===== src/rtl/sle_pkg.sv =====
// Constants, types and field layout of the status lamp pattern encoder
// Operation
// - Stop alone: yellow lamp steadily on
// - Error state: red lamp steadily on
// - Clean run: green on, red and yellow off
// - Run with warning: red 1 Hz, green on
// - Holding point: red on, green 1 Hz
// - Start-up diagnostics: red 1 Hz, green 2 Hz
// - System or internal error: red and yellow on
// - Card write in progress: red and yellow on
// - Configuration load: yellow blinks 2 Hz
// - Lamp test: green blinks 1 Hz
// - Card access in clean run: green flickers
// - Card access with warning: red 1 Hz, green flickers
// - Card access while stopped: yellow flickers
package sle_pkg;

	// Timing
	localparam int unsigned SYS_CLK_HZ = 200_000_000;
	localparam int unsigned BLINK_SLOW_HZ = 1;
	localparam int unsigned BLINK_FAST_HZ = 2;
	localparam int unsigned FLICKER_HZ = 10;
	localparam int unsigned HALF_SLOW_CYC = SYS_CLK_HZ / (2 * BLINK_SLOW_HZ);
	localparam int unsigned HALF_FAST_CYC = SYS_CLK_HZ / (2 * BLINK_FAST_HZ);
	localparam int unsigned HALF_FLICK_CYC = SYS_CLK_HZ / (2 * FLICKER_HZ);

	// Register map, byte addresses
	localparam logic [7:0] REG_CTRL = 8'h00;
	localparam logic [7:0] REG_STATUS = 8'h04;
	localparam logic [7:0] REG_FLAGS = 8'h08;

	// Field positions and reset values
	localparam int CTRL_TEST_BIT = 0;
	localparam logic CTRL_TEST_RST = 1'h0;
	localparam int STATUS_LAMP_LSB = 0;
	localparam int STATUS_PAT_LSB = 8;
	localparam int FLAGS_LSB = 0;

	typedef struct packed {
		logic run;
		logic stop;
		logic err_state;
		logic err_warn;
		logic hold_pt;
		logic diag_start;
		logic cfg_load;
		logic sys_err;
		logic card_write;
		logic card_access;
	} sle_flags_t;

	typedef struct packed {
		logic red;
		logic yellow;
		logic green;
	} sle_lamp_t;

	typedef enum logic [3:0] {
		PAT_OFF,
		PAT_SYS_ERR,
		PAT_CARD_WRITE,
		PAT_DIAG,
		PAT_CFG,
		PAT_TEST,
		PAT_RUN,
		PAT_RUN_CARD,
		PAT_RUN_WARN,
		PAT_RUN_WARN_CARD,
		PAT_HOLD,
		PAT_ERR,
		PAT_STOP_CARD,
		PAT_STOP
	} sle_pat_t;

endpackage


===== src/rtl/sle_sync.sv =====
// Two-stage synchroniser for asynchronous condition flags
`timescale 1ns/1ps
module sle_sync import sle_pkg::*; #(
	parameter int W = 1
) (
	// Clock and reset
	input wire logic clk_sys,
	input wire logic rst,
	// Data
	input wire logic [W-1:0] d,
	output logic [W-1:0] q
);
	logic [W-1:0] meta_reg;
	logic [W-1:0] q_reg;

	if (W < 1) begin : g_chk
		$error("sle_sync: W must be at least 1");
	end

	always_ff @(posedge clk_sys or posedge rst) begin
		if (rst) begin
			meta_reg <= '0;
			q_reg <= '0;
		end else begin
			meta_reg <= d;
			q_reg <= meta_reg;
		end
	end

	assign q = q_reg;
endmodule


===== src/rtl/sle_prescaler.sv =====
// Square-wave prescaler with 50 percent duty cycle
`timescale 1ns/1ps
module sle_prescaler import sle_pkg::*; #(
	parameter int unsigned HALF_CYC = HALF_SLOW_CYC
) (
	// Clock and reset
	input wire logic clk_sys,
	input wire logic rst,
	// Wave out
	output logic wave
);
	localparam int CW = (HALF_CYC > 1) ? $clog2(HALF_CYC) : 1;
	localparam logic [CW-1:0] LAST = CW'(HALF_CYC - 1);

	logic [CW-1:0] count_reg;
	logic wave_reg;
	wire logic at_last = (count_reg == LAST);

	if (HALF_CYC < 1) begin : g_chk
		$error("sle_prescaler: HALF_CYC must be at least 1");
	end

	// Equal high and low halves; restarts low on reset
	always_ff @(posedge clk_sys or posedge rst) begin
		if (rst) begin
			count_reg <= '0;
			wave_reg <= 1'b0;
		end else begin
			count_reg <= at_last ? '0 : count_reg + 1'b1;
			wave_reg <= at_last ? ~wave_reg : wave_reg;
		end
	end

	assign wave = wave_reg;
endmodule


===== src/rtl/sle_encoder.sv =====
// Status lamp pattern encoder with classic Wishbone register slave
//
// Local design decisions: the address map and the Wishbone slave port.
`timescale 1ns/1ps
module sle_encoder import sle_pkg::*; #(
	parameter int unsigned HALF_SLOW = HALF_SLOW_CYC,
	parameter int unsigned HALF_FAST = HALF_FAST_CYC,
	parameter int unsigned HALF_FLICK = HALF_FLICK_CYC,
	parameter int GREEN_W = 1
) (
	// Clock and reset
	input wire logic clk_sys,
	input wire logic rst,
	// Condition flags from the core, asynchronous
	input wire sle_flags_t core_flags,
	// Lamps
	output logic lamp_red,
	output logic lamp_yellow,
	output logic [GREEN_W-1:0] lamp_green,
	// Wishbone slave
	input wire logic wb_cyc,
	input wire logic wb_stb,
	input wire logic wb_we,
	input wire logic [7:0] wb_adr,
	input wire logic [3:0] wb_sel,
	input wire logic [31:0] wb_dat_i,
	output logic [31:0] wb_dat_o,
	output logic wb_ack
);
	if (GREEN_W < 1) begin : g_chk
		$error("sle_encoder: GREEN_W must be at least 1");
	end

	// Synchronised conditions
	sle_flags_t f;
	logic [$bits(sle_flags_t)-1:0] f_bits;

	sle_sync #(
		.W($bits(sle_flags_t))
	) u_sync (
		.clk_sys(clk_sys),
		.rst(rst),
		.d(core_flags),
		.q(f_bits)
	);
	assign f = sle_flags_t'(f_bits);

	// Blink and flicker sources
	logic blink_slow;
	logic blink_fast;
	logic flick;

	sle_prescaler #(
		.HALF_CYC(HALF_SLOW)
	) u_slow (
		.clk_sys(clk_sys),
		.rst(rst),
		.wave(blink_slow)
	);

	sle_prescaler #(
		.HALF_CYC(HALF_FAST)
	) u_fast (
		.clk_sys(clk_sys),
		.rst(rst),
		.wave(blink_fast)
	);

	sle_prescaler #(
		.HALF_CYC(HALF_FLICK)
	) u_flick (
		.clk_sys(clk_sys),
		.rst(rst),
		.wave(flick)
	);

	// Control register and Wishbone ack and read data registers
	logic test_reg;
	logic ack_reg;
	logic [31:0] dat_reg;

	// Pattern selection in falling priority
	wire logic err_hit = f.sys_err || f.card_write;
	wire logic start_hit = f.diag_start || f.cfg_load || test_reg;
	wire sle_pat_t run_pat = f.err_warn ? (f.card_access ? PAT_RUN_WARN_CARD : PAT_RUN_WARN)
		: (f.card_access ? PAT_RUN_CARD : PAT_RUN);
	wire sle_pat_t idle_pat = (f.stop && f.hold_pt) ? PAT_HOLD
		: f.err_state ? PAT_ERR
		: !f.stop ? PAT_OFF
		: f.card_access ? PAT_STOP_CARD : PAT_STOP;
	wire sle_pat_t err_pat = f.sys_err ? PAT_SYS_ERR : PAT_CARD_WRITE;
	wire sle_pat_t start_pat = f.diag_start ? PAT_DIAG : f.cfg_load ? PAT_CFG : PAT_TEST;
	wire sle_pat_t pat_sel = err_hit ? err_pat
		: start_hit ? start_pat
		: f.run ? run_pat : idle_pat;

	function automatic sle_lamp_t lamp_of(sle_pat_t p, logic s, logic q, logic fl);
		sle_lamp_t l;
		l = '0;
		case (p)
			PAT_SYS_ERR: l = '{red: 1'b1, yellow: 1'b1, green: 1'b0};
			PAT_CARD_WRITE: l = '{red: 1'b1, yellow: 1'b1, green: 1'b0};
			PAT_DIAG: l = '{red: s, yellow: 1'b0, green: q};
			PAT_CFG: l = '{red: 1'b0, yellow: q, green: 1'b0};
			PAT_TEST: l = '{red: 1'b0, yellow: 1'b0, green: s};
			PAT_RUN: l = '{red: 1'b0, yellow: 1'b0, green: 1'b1};
			PAT_RUN_CARD: l = '{red: 1'b0, yellow: 1'b0, green: fl};
			PAT_RUN_WARN: l = '{red: s, yellow: 1'b0, green: 1'b1};
			PAT_RUN_WARN_CARD: l = '{red: s, yellow: 1'b0, green: fl};
			PAT_HOLD: l = '{red: 1'b1, yellow: 1'b0, green: s};
			PAT_ERR: l = '{red: 1'b1, yellow: 1'b0, green: 1'b0};
			PAT_STOP_CARD: l = '{red: 1'b0, yellow: fl, green: 1'b0};
			PAT_STOP: l = '{red: 1'b0, yellow: 1'b1, green: 1'b0};
			default: l = '0;
		endcase
		return l;
	endfunction

	wire sle_lamp_t lamp_next = lamp_of(pat_sel, blink_slow, blink_fast, flick);

	sle_lamp_t lamp_reg;
	sle_pat_t pat_reg;

	always_ff @(posedge clk_sys or posedge rst) begin
		if (rst) begin
			lamp_reg <= '0;
			pat_reg <= PAT_OFF;
		end else begin
			lamp_reg <= lamp_next;
			pat_reg <= pat_sel;
		end
	end

	assign lamp_red = lamp_reg.red;
	assign lamp_yellow = lamp_reg.yellow;
	assign lamp_green = {GREEN_W{lamp_reg.green}};

	// Wishbone decode; ack one cycle after the request, dropped the cycle after
	wire logic req = wb_cyc && wb_stb;
	wire logic hit = req && !ack_reg;
	wire logic sel_ctrl = (wb_adr == REG_CTRL);
	wire logic sel_status = (wb_adr == REG_STATUS);
	wire logic sel_flags = (wb_adr == REG_FLAGS);
	// Write commits on the acknowledging edge, where the master takes it
	wire logic wr_ctrl = req && ack_reg && wb_we && sel_ctrl && wb_sel[0];
	wire logic [31:0] rd_ctrl = 32'(test_reg) << CTRL_TEST_BIT;
	wire logic [31:0] rd_status = (32'(lamp_reg) << STATUS_LAMP_LSB) | (32'(pat_reg) << STATUS_PAT_LSB);
	wire logic [31:0] rd_flags = 32'(f_bits) << FLAGS_LSB;
	// Unmapped addresses still ack and read zero, so a stray access cannot hang the bus
	wire logic [31:0] rd_mux = sel_ctrl ? rd_ctrl
		: sel_status ? rd_status
		: sel_flags ? rd_flags : 32'h0000_0000;
	wire logic [31:0] dat_next = (hit && !wb_we) ? rd_mux : dat_reg;
	wire logic test_next = wr_ctrl ? wb_dat_i[CTRL_TEST_BIT] : test_reg;

	always_ff @(posedge clk_sys or posedge rst) begin
		if (rst) begin
			ack_reg <= 1'b0;
			dat_reg <= 32'h0000_0000;
			test_reg <= CTRL_TEST_RST;
		end else begin
			ack_reg <= hit;
			dat_reg <= dat_next;
			test_reg <= test_next;
		end
	end

	assign wb_ack = ack_reg;
	assign wb_dat_o = dat_reg;
endmodule


===== config.mk =====
export PLATFORM = sky130hd
export DESIGN_NAME = sle_encoder
export DESIGN_NICKNAME = d
export VERILOG_FILES = /design/src/rtl/sle_pkg.sv /design/src/rtl/sle_sync.sv /design/src/rtl/sle_prescaler.sv /design/src/rtl/sle_encoder.sv
export SDC_FILE = /design/constraint.sdc
export NUM_CORES = 1
export LEC_CHECK = 0
export BUFFER_PORTS_ARGS = -buffer_cell sky130_fd_sc_hd__buf_2
export CAP_MARGIN = 30
export CORE_ASPECT_RATIO = 0.6
export CORE_MARGIN = 1
export CORE_UTILIZATION = 35
export CTS_CLUSTER_SIZE = 14
export DETAILED_ROUTE_END_ITERATION = 12
export MAX_ROUTING_LAYER = met4
export SLEW_MARGIN = 15
export SYNTH_ARGS = -nofsm -noshare
export SYNTH_HDL_FRONTEND = slang
export SYNTH_HIERARCHICAL = 1
export SYNTH_SLANG_ARGS = --single-unit

===== constraint.sdc =====
create_clock -name clk_sys -period 1.8 [get_ports clk_sys]
set_input_delay 0.36 -clock clk_sys [delete_from_list [all_inputs] [get_ports clk_sys]]
set_output_delay 0.36 -clock clk_sys [all_outputs]
set_load 0.01 [all_outputs]

# ---- Word-level counts from Yosys, hierarchy flattened
# Index checks and enable logic that the tools add are counted.
dict set report classes {
  add_sub_neg 3
  n_reduce_logical 15
  n_eq_ne 18
  n_mux 20
  n_bitwise 4
}
# operator count
set ops {}
lappend ops {{one-hot mux 3 bit (12 select lines)} 1}
lappend ops {{2-to-1 mux 4 bit} 7}
lappend ops {{adder 27 x 1 -> 27 bit, second input constant} 1}
lappend ops {{== test 27 bit, second input constant} 1}
lappend ops {{2-to-1 mux 27 bit} 1}
lappend ops {{adder 26 x 1 -> 26 bit, second input constant} 1}
lappend ops {{== test 26 bit, second input constant} 1}
lappend ops {{2-to-1 mux 26 bit} 1}
lappend ops {{adder 24 x 1 -> 24 bit, second input constant} 1}
lappend ops {{== test 24 bit, second input constant} 1}
lappend ops {{== test 4 bit, second input constant} 6}
lappend ops {{2-to-1 mux 12 bit} 2}
lappend ops {{2-to-1 mux 24 bit} 1}
lappend ops {{== test 4 x 3 -> 1 bit, second input constant} 4}
lappend ops {{OR 3 x 12 -> 12 bit} 1}
lappend ops {{2-to-1 mux 10 bit} 1}
lappend ops {{== test 4 x 2 -> 1 bit, second input constant} 2}
lappend ops {{== test 8 x 3 -> 1 bit, second input constant} 1}
lappend ops {{== test 8 x 4 -> 1 bit, second input constant} 1}
lappend ops {{logical AND 1 bit} 8}
lappend ops {{logical NOT 8 bit} 1}
lappend ops {{== test 4 x 1 -> 1 bit, second input constant} 1}
lappend ops {{2-to-1 mux 1 bit} 4}
lappend ops {{logical OR 1 bit} 3}
lappend ops {{5 further kinds} 8}
dict set report word_totals {
  out_inout_bits 36
  ff_bits 141
  inputBits 59
}

# ---- Depth between registers and ports, before layout
dict set report logic_depth {
  depth_word 10
  mapped_depth 8
  mapped_depth_nobuf 6
}

# ---- Hierarchy
# The synthesis kept the hierarchy.
# mod area_per_inst_um2 instances cells_per_inst seq_area_each_um2
set by_module_without_submodules {}
lappend by_module_without_submodules {{sle_prescaler at u_slow} 1435.1 1 149 700.7}
lappend by_module_without_submodules {{sle_prescaler at u_fast} 1376.3 1 133 675.6}
lappend by_module_without_submodules {sle_encoder 1217.4 1 130 525.5}
lappend by_module_without_submodules {{sle_prescaler at u_flick} 1192.4 1 115 625.6}
lappend by_module_without_submodules {sle_sync 504.2 1 21 500.5}

# ---- Worst setup path after synthesis
# No wires, ideal clock.
dict set report synth_timing {
  path_type {reg-to-reg}
  startpoint {register u_slow.count_reg[10]}
  endpoint {register u_slow.count_reg[21]}
  t_required_ns 1.722
  setup_time_ns 0.078
  setup_slack_ns -0.042
  stages_incl_launch_ff 6
  n_path_buf 1
  t_arrival_ns 1.764
  path_cell_list {dfrtp_1 > nand3_2 > or4_1 > buf_2 > or4_1 > a21oi_1}
}
dict set report synth_via {
  elab_chain_len 2
  elab_cells_between_ends 3
  classes_between {1 x add/sub; 1 x eq/ne; 1 x mux}
}
# element line_no
set synth_lines {}
lappend synth_lines {{start: declaration} sle_prescaler.sv:15} ;# logic [CW-1:0] count_reg;
lappend synth_lines {{start signal: assignment} sle_prescaler.sv:29} ;# count_reg <= at_last ? '0 : count_reg + 1'b1;
lappend synth_lines {{adder 27 x 1 -> 27 bit or == test 27 bit (tied branches)} {sle_prescaler.sv:29, sle_prescaler.sv:17}}
lappend synth_lines {{2-to-1 mux 27 bit (*)} sle_prescaler.sv:29}
# Every way passes the cells marked *; elsewhere a longest branch is shown, timed or not.
# A chain may end at the register's enable or synchronous reset.

# ---- Worst setup path in the final report
dict set report layout_timing {
  startpoint {register u_fast.count_reg[24]}
  endpoint {register u_fast.count_reg[21]}
}
dict set report layout_via {
  elab_chain_len 2
}
# element line_no
set layout_lines {}
lappend layout_lines {{start: declaration} sle_prescaler.sv:15}
lappend layout_lines {{start signal: assignment} sle_prescaler.sv:29}
lappend layout_lines {{== test 26 bit} sle_prescaler.sv:17} ;# wire logic at_last = (count_reg == LAST);
lappend layout_lines {{2-to-1 mux 26 bit} sle_prescaler.sv:29}
# No other way between the ends.

==> impl_metrics.ini <==
[sta]
period_needed_ns = 1.79
fmaxAchievable_mhz = 560
hold_viol = 0
finalSetupTns_ns = 0
rsz0062_at_grt = yes
clock_skew_ns = 0.0103
fin_crit_sh_pct = 99.2
setup_viol = 0
drv_slew = 0

[clocking]
cts_tree = yes
clkSlewWorstSetupHoldPaths_ns = 0.06
clock-sinks = 121
clk_latency_ns = 0.41
cts-htree-levels = 4
clockBufferDepth = 2
cts-root-buf = clkbuf_16
numCtsBuffers = 17

[placement]
gp_congestion = 0.822
portBuffers = 40
hpwl_microns = 9480

[status]
status = completed

[final_layout]
synthToLayoutAreaGrowth_pct = 31.5
largest_reg_flops = 27
n_antenna_cell = 0
nets = 747
layout-drive-gt1-share_pct = 30.9

[critical_path]
path_max_fanout = 8
startpoint = u_fast/count_reg[24]$_DFF_PP0_
startpoint_type = register
cp.arrival_ns = 2.08
endpoint_kind = register
crit_type = register to register
reg2reg_from = u_fast/count_reg[24]$_DFF_PP0_
worstPathRequired_ns = 2.10

[floorplanning]
core_area_sq_mm = 0.0157
fp.dieH_microns = 101
num_rows = 35
dieArea_sq_mm = 0.0169
initial_utilization_pct = 36.5
io_pins = 95
die_w_microns = 167

[global_route]
grt_antenna_before_repair = 0
gr-total-overflow = 0
grt_pass1_wl_microns = 22000
grt_use_total_pct = 17.1
grt_max_degree = 28
grt_pass1_vias = 4549

[synthesis]
synth_common_cells = 121 x dfrtp_1, 42 x nand2_1, 38 x nor2_1
synth_area_sq_mm = 0.00573
async_reset_ff_share_pct = 100
synth_warnings = 6
ys_seq_area_share_pct = 52.9
syn_area_per_cell_sq_um = 10.4
synth_top_area_share_pct = 52.9
ys_ff_latch = 121
synth_ff_type = dfrtp_1
ys_types = 66
synth_edf_count = 0
yosys.cell_count.top_type = dfrtp_1
yosys.area.top_type = dfrtp_1
postSynthCellCount = 548
synth_area_leaders = dfrtp_1 53%, xnor2_1 4.3%, xor2_1 3.4%

[routing]
viasPerCell = 5.17
first_pass_iters = 5
routed_wl_microns = 13200
wl_per_cell_microns = 14.7
ant_nets = 0
dr_total_vias = 4654
drcViolationCount = 0
dr.first_iter.drc_count = 248

[hold_path]
hold_class = input port to register
hold_start = core_flags[8]

[pwr]
max-vdd-ir-drop_mv = 0.550
power_frac_clock_pct = 54.9
p_int_w = 0.00523
power_density_mw_per_mm2 = 882
comb_power_share_pct = 3.3
switching_share_pct = 21.2
p_leak_nw = 3.45
p_switching_w = 0.00140
p_total_w = 0.00664
seqPwrFrac_pct = 41.8

[flow_run]
cap_viol_max_count = 0
==> stage by stage <==
| stage | area (sq um) | hold slack [ns] | util (%) | setup slack [ns] | cells |
|---|---|---|---|---|---|
| after floorplan | 5810 | 0.324 | - | -0.0281 | 567 |
| after global placement | 6700 | 0.271 | 42.8 | -0.0435 | 862 |
| after detailed placement | 6700 | 0.270 | 42.8 | -0.0857 | 862 |
| after CTS | 7380 | 0.0397 | 47.1 | 0.00796 | 897 |
| after global routing | 7530 | 0.0425 | 48.0 | -0.0522 | 901 |
| final | 7530 | 0.0593 | 48.0 | 0.0146 | 901 |
==> routing by layer <==
layer  GRT usage, %  vias up  wire [microns]
met2           24.7      126            5820
met3           3.53       11             623
met4           7.12        0             108
met5              -        -               0
met1           23.3     2288            6660
li1               -     2229               -
==> critical path: stages, from the launching register on <==
cell and delay [ns]:
dfrtp_1 0.40, or4bb_1 0.49, nor4_1 0.21, and4_1 0.25
buf_6 0.16, o21ba_2 0.16
==> worst paths after layout <==
path,cells after the start,endpoint,slack (ns)
max,5,u_fast/count_reg[21]$_DFF_PP0_,0.01
min,1,u_sync/meta_reg[8]$_DFF_PP0_,0.06
max reg2reg,5,u_fast/count_reg[21]$_DFF_PP0_,0.01
min reg2reg,0,u_sync/q[9]$_DFF_PP0_,0.35
max in group asynchronous,4,u_slow/count_reg[3]$_DFF_PP0_,0.87
min in group asynchronous,3,u_slow/wave$_DFFE_PP0N_,0.39
==> final cells by class <==
class,count,area (sq um)
multi-input combinational,392,2610
tap,203,254
inverter,18,67.6
sequential,121,3030
timing repair buffer,135,930
fill,1410,8150
clock inverter,13,188
clock buffer,19,453
==> timing repair <==
item / in CTS / in global routing
hold buffers: 1 / 0
endpoints found under the setup margin: 14 / 47
pin swaps: 4 / 13
endpoints found under the hold margin: 3 / 0
buffers inserted: 2 / 3
gates cloned: 0 / 1
gates resized for setup: 3 / 28
==> power groups by stage <==
stage | clock network (W) | logic (W) | registers (W)
after floorplan | 0 | 0.000144 | 0.00282
after global placement | 0 | 0.000211 | 0.00282
after detailed placement | 0 | 0.000215 | 0.00282
after CTS | 0.00374 | 0.000219 | 0.00277
after global routing | 0.00386 | 0.000247 | 0.00278
final | 0.00365 | 0.000218 | 0.00278
==> cells in the final DEF (no fill, tap or decap), types with 5 or more instances in the layout <==
master	Yosys	layout
dfrtp_1	121	120
buf_2	7	41
or3_1	9	8
or4_4	4	9
nor2_1	38	38
nand3_1	36	34
xnor2_1	28	28
conb_1	1	20
inv_1	18	18
xor2_1	22	22
clkbuf_16	0	17
o21ai_0	18	17
nor3_1	16	13
o31ai_1	9	9
nand4_1	20	20
and3_1	9	8
a21oi_1	20	16
a22o_1	5	5
or4_1	10	6
nor4_1	14	10
buf_4	20	91
nor2b_1	7	7
nand2_1	42	42
a21oi_2	2	6
and4_1	8	8
==> kinds of logic after synthesis <==
| family | Yosys count | share of synthesized area (%) |
|---|---|---|
| compound gates | 82 | 9.79 |
| xor+xnor | 50 | 7.65 |
| fa+ha+maj | 3 | 0.656 |
| buf+inv | 54 | 5.14 |
| flops | 121 | 52.9 |
| mux | 2 | 0.371 |
| other cells | 1 | 0.0655 |
| simple gates | 235 | 23.4 |
Note: power is estimated with default switching activity, not from simulation.
